$ cat config.mk
export PLATFORM = sky130hd
export DESIGN_NAME = amp_automute_dac_config_regs
export DESIGN_NICKNAME = d
export VERILOG_FILES = /design/src/shared/amp_cfg_pkg.sv /design/src/shared/zero_run_if.sv /design/src/verilog/amp_automute_dac_config_regs.sv /design/src/verilog/zero_run_detector.sv
export SDC_FILE = /design/constraint.sdc
export NUM_CORES = 1
export LEC_CHECK = 0
export ABC_AREA = 1
export CORE_ASPECT_RATIO = 1.5
export CORE_UTILIZATION = 53
export DETAILED_ROUTE_END_ITERATION = 16
export DONT_BUFFER_PORTS = 1
export PLACE_DENSITY = 0.68
export SYNTH_ARGS = -nofsm -noshare
export SYNTH_HDL_FRONTEND = slang
export SYNTH_SLANG_ARGS = --single-unit
$ cat constraint.sdc
create_clock -name ref_clk -period 34.7 [get_ports ref_clk]
set_input_delay 3.47 -clock ref_clk [delete_from_list [all_inputs] [get_ports ref_clk]]
set_output_delay 3.47 -clock ref_clk [all_outputs]
set_load 0.03 [all_outputs]
$ cat src/shared/amp_cfg_pkg.sv
// Package with offsets, reset values, field positions and hold-time figures of the config bank.
package amp_cfg_pkg;

	// ****************************************
	// Register offsets on the control port
	// ****************************************
	localparam logic [7:0] AUTOMUTE_ENABLE_CTRL_OFS = 8'h50;
	localparam logic [7:0] ZERO_RUN_HOLD_TIME_OFS = 8'h51;
	localparam logic [7:0] LOOP_BANDWIDTH_SELECT_OFS = 8'h53;
	localparam logic [7:0] OUTPUT_ATTENUATION_OFS = 8'h54;
	localparam logic [7:0] FILTER_COEF_WRITE_MARKER_OFS = 8'h5c;
	localparam logic [7:0] MODULATOR_SETTINGS_OFS = 8'h5d;

	// ****************************************
	// Reset values
	// ****************************************
	localparam logic [7:0] AUTOMUTE_ENABLE_CTRL_RST = 8'h07;
	localparam logic [7:0] ZERO_RUN_HOLD_TIME_RST = 8'h00;
	localparam logic [7:0] LOOP_BANDWIDTH_SELECT_RST = 8'h00;
	localparam logic [7:0] OUTPUT_ATTENUATION_RST = 8'h00;
	localparam logic [7:0] FILTER_COEF_WRITE_MARKER_RST = 8'h00;
	localparam logic [7:0] MODULATOR_SETTINGS_RST = 8'hf8;
	localparam logic [7:0] READ_UNMAPPED_VAL = 8'h00;

	// ****************************************
	// Field positions
	// ****************************************
	localparam int LEFT_MUTE_EN_BIT = 0;
	localparam int RIGHT_MUTE_EN_BIT = 1;
	localparam int JOINT_MUTE_BIT = 2;
	localparam int HOLD_SEL_W = 3;
	localparam int LEFT_HOLD_LSB = 4;
	localparam int RIGHT_HOLD_LSB = 0;
	localparam int LOOP_BW_LSB = 5;
	localparam int LOOP_BW_W = 2;
	localparam int ATTEN_LSB = 0;
	localparam int ATTEN_W = 5;
	localparam int FIRST_COEF_BIT = 0;
	localparam int DAC_RATE_BIT = 7;
	localparam int DITHER_MAIN_BIT = 5;
	localparam int DITHER_SECOND_BIT = 6;
	localparam int DITHER_LEVEL_LSB = 2;
	localparam int DITHER_LEVEL_W = 3;
	localparam int ELEMENT_MATCHING_LSB = 0;
	localparam int ELEMENT_MATCHING_W = 2;
	localparam logic [1:0] ELEMENT_MATCHING_ON = 2'h0;

	// ****************************************
	// Dither level exponents
	// ****************************************
	localparam logic [4:0] DITHER_EXP_HIGH_BASE = 5'h07;
	localparam logic [4:0] DITHER_EXP_LOW_BASE = 5'h0d;

	// ****************************************
	// Zero-run hold times, in microseconds at the reference sample rate
	// ****************************************
	localparam int unsigned HOLD_RATE_KHZ = 96;
	localparam int unsigned US_PER_MS = 1000;
	localparam int unsigned HOLD_TIME_US [8] = '{11500, 53000, 106500, 266500,
		535000, 1065000, 2665000, 5330000};
	localparam int HOLD_CNT_W = 19;
	localparam int NUM_CH = 2;

endpackage : amp_cfg_pkg

$ cat src/shared/zero_run_if.sv
// Interface carrying one channel's sample-valid and zero flags and hold length to its zero-run detector, and its qualified flag back.
`timescale 1ns/1ps
interface zero_run_if import amp_cfg_pkg::*; ();
	logic sample_valid;
	logic sample_zero;
	logic [HOLD_CNT_W-1:0] hold_count;
	logic qualified;

	modport ctrl (
		output sample_valid,
		output sample_zero,
		output hold_count,
		input qualified
	);

	modport det (
		input sample_valid,
		input sample_zero,
		input hold_count,
		output qualified
	);
endinterface : zero_run_if

$ cat src/verilog/amp_automute_dac_config_regs.sv
// Configuration register bank with per-channel auto-mute of the class-D amplifier.
`timescale 1ns/1ps
module amp_automute_dac_config_regs
	import amp_cfg_pkg::*;
#(
	parameter int SAMPLE_W = 24,
	parameter int unsigned HOLD_DIV = 1
) (
	input wire logic ref_clk,
	input wire logic reset_n,
	input wire logic ce,
	input wire logic [7:0] reg_addr,
	input wire logic [7:0] reg_wdata,
	input wire logic reg_wr,
	input wire logic reg_rd,
	output logic [7:0] reg_rdata,
	output logic reg_rvalid,
	input wire logic sample_valid,
	input wire logic [SAMPLE_W-1:0] left_sample,
	input wire logic [SAMPLE_W-1:0] right_sample,
	output logic left_mute,
	output logic right_mute,
	output logic [LOOP_BW_W-1:0] loop_bw_sel,
	output logic [ATTEN_W-1:0] output_atten_code,
	output logic first_filter_coef_flag,
	output logic dac_rate_sel,
	output logic dither_main_en,
	output logic dither_second_en,
	output logic [DITHER_LEVEL_W-1:0] dither_level_code,
	output logic [4:0] dither_exponent,
	output logic element_matching_en
);

	// ****************************************
	// State
	// ****************************************
	typedef struct packed {
		logic [7:0] automute_enable_ctrl;
		logic [7:0] zero_run_hold_time;
		logic [7:0] loop_bandwidth_select;
		logic [7:0] output_attenuation;
		logic [7:0] filter_coef_write_marker;
		logic [7:0] modulator_settings;
		logic [7:0] rdata;
		logic rvalid;
		logic left_mute;
		logic right_mute;
		logic [4:0] dither_exp;
		logic element_matching_en;
	} cfg_state_s;

	localparam cfg_state_s STATE_RST = '{
		automute_enable_ctrl: AUTOMUTE_ENABLE_CTRL_RST,
		zero_run_hold_time: ZERO_RUN_HOLD_TIME_RST,
		loop_bandwidth_select: LOOP_BANDWIDTH_SELECT_RST,
		output_attenuation: OUTPUT_ATTENUATION_RST,
		filter_coef_write_marker: FILTER_COEF_WRITE_MARKER_RST,
		modulator_settings: MODULATOR_SETTINGS_RST,
		rdata: READ_UNMAPPED_VAL,
		rvalid: 1'b0,
		left_mute: 1'b0,
		right_mute: 1'b0,
		dither_exp: DITHER_EXP_HIGH_BASE + 5'h02,
		element_matching_en: 1'b1
	};

	localparam int HOLD_SEL_LSB [NUM_CH] = '{LEFT_HOLD_LSB, RIGHT_HOLD_LSB};

	cfg_state_s state_reg;
	cfg_state_s state_next;
	logic [NUM_CH-1:0] ch_qual;
	logic [SAMPLE_W-1:0] ch_sample [NUM_CH];

	// ****************************************
	// Helpers
	// ****************************************
	// Hold lengths are sample counts, so the real time follows the sample rate.
	function automatic logic [HOLD_CNT_W-1:0] hold_samples(input logic [HOLD_SEL_W-1:0] sel);
		int unsigned n;
		n = HOLD_TIME_US[sel] * HOLD_RATE_KHZ / US_PER_MS;
		n = n / HOLD_DIV;
		if (n == 0) begin
			n = 1;
		end
		return n[HOLD_CNT_W-1:0];
	endfunction : hold_samples

	// Codes 1xx give the large amplitudes, 0xx the small ones.
	function automatic logic [4:0] dither_exp_of(input logic [DITHER_LEVEL_W-1:0] code);
		logic [4:0] base;
		base = code[2] ? DITHER_EXP_HIGH_BASE : DITHER_EXP_LOW_BASE;
		return base + {3'h0, code[1:0]};
	endfunction : dither_exp_of

	// ****************************************
	// Per-channel zero-run detectors
	// ****************************************
	assign ch_sample[0] = left_sample;
	assign ch_sample[1] = right_sample;

	generate
		for (genvar ch = 0; ch < NUM_CH; ch++) begin : g_ch
			zero_run_if zr_if ();

			assign zr_if.sample_valid = sample_valid;
			assign zr_if.sample_zero = (ch_sample[ch] == '0);
			// Right code 011 is not listed; it is given the same length as the left one.
			assign zr_if.hold_count = hold_samples(
				state_reg.zero_run_hold_time[HOLD_SEL_LSB[ch] +: HOLD_SEL_W]);
			assign ch_qual[ch] = zr_if.qualified;

			zero_run_detector u_det (
				.ref_clk(ref_clk),
				.reset_n(reset_n),
				.ce(ce),
				.zr(zr_if.det)
			);
		end
	endgenerate

	// ****************************************
	// Next-state logic
	// ****************************************
	always_comb begin
		logic q_left;
		logic q_right;
		logic [7:0] mod_next;
		q_left = 1'b0;
		q_right = 1'b0;
		mod_next = 8'h00;
		state_next = state_reg;

		// Full bytes are stored, so reserved bits read back what was written.
		if (reg_wr) begin
			case (reg_addr)
				AUTOMUTE_ENABLE_CTRL_OFS: begin
					state_next.automute_enable_ctrl = reg_wdata;
				end
				ZERO_RUN_HOLD_TIME_OFS: begin
					state_next.zero_run_hold_time = reg_wdata;
				end
				LOOP_BANDWIDTH_SELECT_OFS: begin
					state_next.loop_bandwidth_select = reg_wdata;
				end
				OUTPUT_ATTENUATION_OFS: begin
					state_next.output_attenuation = reg_wdata;
				end
				FILTER_COEF_WRITE_MARKER_OFS: begin
					state_next.filter_coef_write_marker = reg_wdata;
				end
				MODULATOR_SETTINGS_OFS: begin
					state_next.modulator_settings = reg_wdata;
				end
				default: begin
					state_next.rvalid = state_next.rvalid;
				end
			endcase
		end

		// Read data reflects the stored value before a write in the same cycle.
		state_next.rvalid = reg_rd;
		if (reg_rd) begin
			case (reg_addr)
				AUTOMUTE_ENABLE_CTRL_OFS: begin
					state_next.rdata = state_reg.automute_enable_ctrl;
				end
				ZERO_RUN_HOLD_TIME_OFS: begin
					state_next.rdata = state_reg.zero_run_hold_time;
				end
				LOOP_BANDWIDTH_SELECT_OFS: begin
					state_next.rdata = state_reg.loop_bandwidth_select;
				end
				OUTPUT_ATTENUATION_OFS: begin
					state_next.rdata = state_reg.output_attenuation;
				end
				FILTER_COEF_WRITE_MARKER_OFS: begin
					state_next.rdata = state_reg.filter_coef_write_marker;
				end
				MODULATOR_SETTINGS_OFS: begin
					state_next.rdata = state_reg.modulator_settings;
				end
				default: begin
					state_next.rdata = READ_UNMAPPED_VAL;
				end
			endcase
		end

		// Auto-mute decision, taken from the enables in force this cycle.
		q_left = ch_qual[0] & state_reg.automute_enable_ctrl[LEFT_MUTE_EN_BIT];
		q_right = ch_qual[1] & state_reg.automute_enable_ctrl[RIGHT_MUTE_EN_BIT];
		if (state_reg.automute_enable_ctrl[JOINT_MUTE_BIT]) begin
			state_next.left_mute = q_left & q_right;
			state_next.right_mute = q_left & q_right;
		end else begin
			state_next.left_mute = q_left;
			state_next.right_mute = q_right;
		end

		// Decoded modulator settings follow the byte that will be stored.
		mod_next = state_next.modulator_settings;
		state_next.dither_exp = dither_exp_of(mod_next[DITHER_LEVEL_LSB +: DITHER_LEVEL_W]);
		// Codes 01 and 10 are undefined; only 00 turns matching on, which is the safe side.
		state_next.element_matching_en =
			(mod_next[ELEMENT_MATCHING_LSB +: ELEMENT_MATCHING_W] == ELEMENT_MATCHING_ON);
	end

	// ****************************************
	// State register
	// ****************************************
	always_ff @(posedge ref_clk or negedge reset_n) begin
		if (!reset_n) begin
			state_reg <= STATE_RST;
		end else if (ce) begin
			state_reg <= state_next;
		end
	end

	// ****************************************
	// Outputs
	// ****************************************
	assign reg_rdata = state_reg.rdata;
	assign reg_rvalid = state_reg.rvalid;
	assign left_mute = state_reg.left_mute;
	assign right_mute = state_reg.right_mute;
	assign loop_bw_sel = state_reg.loop_bandwidth_select[LOOP_BW_LSB +: LOOP_BW_W];
	assign output_atten_code = state_reg.output_attenuation[ATTEN_LSB +: ATTEN_W];
	assign first_filter_coef_flag = state_reg.filter_coef_write_marker[FIRST_COEF_BIT];
	assign dac_rate_sel = state_reg.modulator_settings[DAC_RATE_BIT];
	assign dither_main_en = state_reg.modulator_settings[DITHER_MAIN_BIT];
	assign dither_second_en = state_reg.modulator_settings[DITHER_SECOND_BIT];
	assign dither_level_code = state_reg.modulator_settings[DITHER_LEVEL_LSB +: DITHER_LEVEL_W];
	assign dither_exponent = state_reg.dither_exp;
	assign element_matching_en = state_reg.element_matching_en;

endmodule : amp_automute_dac_config_regs

$ cat src/verilog/zero_run_detector.sv
// Consecutive-zero sample counter for one audio channel.
`timescale 1ns/1ps
module zero_run_detector
	import amp_cfg_pkg::*;
(
	input wire logic ref_clk,
	input wire logic reset_n,
	input wire logic ce,
	zero_run_if.det zr
);

	typedef struct packed {
		logic [HOLD_CNT_W-1:0] cnt;
	} det_state_s;

	det_state_s state_reg;
	det_state_s state_next;

	// ****************************************
	// Counter
	// ****************************************
	// The counter saturates at the hold length, so it never wraps back to an unmuted state.
	always_comb begin
		state_next = state_reg;
		if (zr.sample_valid) begin
			if (!zr.sample_zero) begin
				state_next.cnt = '0;
			end else if (state_reg.cnt < zr.hold_count) begin
				state_next.cnt = state_reg.cnt + 1'b1;
			end
		end
	end

	always_ff @(posedge ref_clk or negedge reset_n) begin
		if (!reset_n) begin
			state_reg <= '0;
		end else if (ce) begin
			state_reg <= state_next;
		end
	end

	// A shortened hold length takes effect at once on a run already counted.
	assign zr.qualified = (state_reg.cnt >= zr.hold_count);

endmodule : zero_run_detector
==> flow_summary.json <==
{
  "status": "completed",
  "worstHoldPathType": "flop to flop",
  "port_buffers": 0,
  "cp-end-kind": "flop",
  "worstMarginPinSlew_ps": 972,
  "wl_per_cell_um": 16.0,
  "gr-total-overflow": 0,
  "syn_to_final_growth_pct": 0.705,
  "dp_hpwl_um": 81000,
  "core_sq_mm": 0.0593,
  "slowest_delay_ps": 830,
  "async_flop_share": 1.00,
  "antenna_found_initial": 0,
  "numCtsBuffers": 9,
  "gp_congestion": 0.976,
  "ys_seq_elements": 103,
  "cts_tree": "yes",
  "postCtsHoldBufs": 0,
  "die_x_um": 202,
  "yosysTopAreaCell": "nand2_1",
  "finalHoldViolCount": 0,
  "fin_crit_ps": 22570,
  "path_clk_slew_ps": 80,
  "fin_crit_sh": 0.650,
  "n_fill_cell": 6314,
  "rsz0062_at_grt": "no",
  "grt_max_degree": 104,
  "io_pins": 101,
  "rows": 109,
  "slew_headroom": 0.335,
  "fp.dieArea_sq_mm": 0.0613,
  "ys.flop_type": "dfrtp_1",
  "numClockSinks": 103,
  "drv_slew": 0,
  "grt_pass1_vias": 31478,
  "clock.fmax_mhz": 44.3,
  "tns_ps": 0,
  "seqCellArea_sq_mm": 0.00259,
  "start_kind": "flop",
  "antenna_cells": 0,
  "syn-cell-area_sq_mm": 0.0320,
  "dr.pass1.iters": 5,
  "synth-edff-count": 0,
  "clk_path_buf_depth": 2,
  "yosysTopAreaCellShare": 0.171,
  "post-cts-setup-buffer-count": 0,
  "grt_pass1_wl_um": 157000,
  "start_util": 0.539,
  "avgSynthCellArea_sq_um": 6.02,
  "drtIter0Drc": 2045,
  "cts_max_level": 3,
  "drc": 0,
  "cpMaxStageDelayCell": "a2111oi_0",
  "grt.met2_usage": 0.596,
  "crit_required_ps": 34950,
  "use_met1": 0.341,
  "drv_cap": 0,
  "setup_viol": 0,
  "cts-root-buf": "clkbuf_16",
  "drive_gt1_frac": 0.197,
  "layout.nets": 5403,
  "grt_use_total": 0.310,
  "clk_latency_ps": 370,
  "yosysWarnings": 0,
  "largest_register_ffs": 38,
  "cp_max_fo": 29,
  "grt_util_met3": 0.0183,
  "synthTopCellsByArea": "nand2_1 17%, nand3_1 8.7%, dfrtp_1 7.2%, inv_1 6.9%, nor2_1 6.4%",
  "vias": 33103,
  "die_y_um": 303,
  "ant_nets": 0,
  "synth.distinct_cells": 84,
  "via_per_inst": 5.51,
  "crit_type": "flop to flop",
  "finClkSkew_ps": 12.9,
  "crit_family": "simple AND/OR/NAND/NOR gates",
  "cts.repair.resized": 0,
  "arrival_ps": 22820,
  "multi_input_area_sq_mm": 0.0254,
  "synthCells": 5309,
  "wirelength_um": 96200,
  "busiest_layer": "met2",
  "crit_top_cell": "nand2_1",
  "critical_path_buf_inv_count": 5,
  "yosysSeqAreaShare": 0.0811,
  "syn_nets": 5489
}
[cells by family after synthesis]
logic type	Yosys count	synth area share
buffers and inverters	829	0.123
AND/OR/NAND/NOR	3695	0.629
AO/OA/AOI/OAI	397	0.0759
XOR/XNOR	175	0.0482
adder cells (fa/ha/maj)	110	0.0433
flip-flops	103	0.0811
[cell usage in the layout (no fill, tap or decap), types with 9 or more instances in the layout]
| master | count |
|---|---|
| a21oi_1 | 87 |
| a221oi_1 | 12 |
| a31oi_1 | 13 |
| and2_1 | 10 |
| buf_4 | 12 |
| clkbuf_16 | 9 |
| clkinv_1 | 20 |
| dfrtp_1 | 92 |
| dfstp_2 | 11 |
| ha_1 | 109 |
| inv_1 | 585 |
| inv_2 | 95 |
| inv_4 | 11 |
| nand2_1 | 1452 |
| nand2_2 | 260 |
| nand2_4 | 147 |
| nand3_1 | 558 |
| nand3_2 | 120 |
| nand3_4 | 48 |
| nand3b_1 | 36 |
| nand4_1 | 156 |
| nand4_2 | 12 |
| nor2_1 | 546 |
| nor2_2 | 103 |
| nor2_4 | 97 |
| nor2_8 | 16 |
| nor3_1 | 64 |
| nor4_1 | 22 |
| o211ai_1 | 11 |
| o21ai_0 | 141 |
| o21ai_1 | 50 |
| o21ai_2 | 23 |
| o21bai_1 | 9 |
| or2_2 | 9 |
| xnor2_1 | 29 |
| xor2_1 | 145 |
[cells in the mapped netlist, types with 11 or more instances]
library cell / instances
inv_4: 11
buf_4: 34
nor4_1: 22
a31oi_1: 13
o21ai_0: 141
nor2_4: 97
inv_2: 95
buf_8: 21
nor2_1: 546
nand3_4: 48
nand3b_1: 36
clkbuf_1: 13
nand2_1: 1452
inv_1: 585
nor2_8: 16
nand2_4: 147
a221oi_1: 12
o211ai_1: 11
nand4_1: 156
nand3_2: 120
xnor2_1: 29
clkinv_1: 20
nor3_1: 64
nand2_2: 260
nand3_1: 558
nand4_2: 12
ha_1: 109
nor2_2: 103
o21ai_1: 50
a21oi_1: 87
dfrtp_1: 92
buf_6: 22
dfstp_2: 11
o21ai_2: 23
xor2_1: 145
[layout make-up]
class,count,area share
Tap cell,777,0.0302
Clock buffer,9,0.00700
Clock inverter,7,0.00249
Sequential cell,103,0.0805
Multi-Input combinational cell,4377,0.791
Inverter,720,0.0864
Timing Repair Buffer,12,0.00280
[worst paths after layout]
path                                          endpoint     startpoint  cells after the start  slack (ps)
hold reg to reg                          state_reg[29]  state_reg[29]                      2         490
min in group asynchronous                state_reg[40]        reset_n                      0        2780
setup reg to reg           g_ch[1].u_det.state_reg[13]  state_reg[51]                    122       12130
setup / recovery           g_ch[1].u_det.state_reg[13]  state_reg[51]                    122       12130
max in group asynchronous                state_reg[59]        reset_n                      0       31700
hold / removal                           state_reg[29]  state_reg[29]                      2         490
[routing by layer]
metal / part of all wire / wire length [um]
met1: 0.40 / 38100
met2: 0.52 / 49900
met3: 0.034 / 3250
met4: 0.051 / 4950
met5: 0 / 0
[metrics by stage]
step | cell area (sq um) | setup slack (ps) | utilization | hold WS, ps | cells
after floorplan | 32000 | 18050 | - | 443 | 5309
after global placement | 31900 | 12490 | 0.537 | 466 | 5989
after detailed placement | 31900 | 12380 | 0.537 | 475 | 5989
after CTS | 32200 | 12260 | 0.542 | 494 | 6005
after global routing | 32200 | 10000 | 0.542 | 502 | 6005
final | 32200 | 12130 | 0.542 | 493 | 6005
[worst min-delay path: cells and delay by family, from the launching register on]
family / cells / cell delay (ps)
AO/OA/AOI/OAI: 1 / 60
flip-flops: 1 / 350
AND/OR/NAND/NOR: 1 / 50
Power is not shown: default switching activity piles up to over one toggle a cycle in this logic, so the estimate is an artifact.
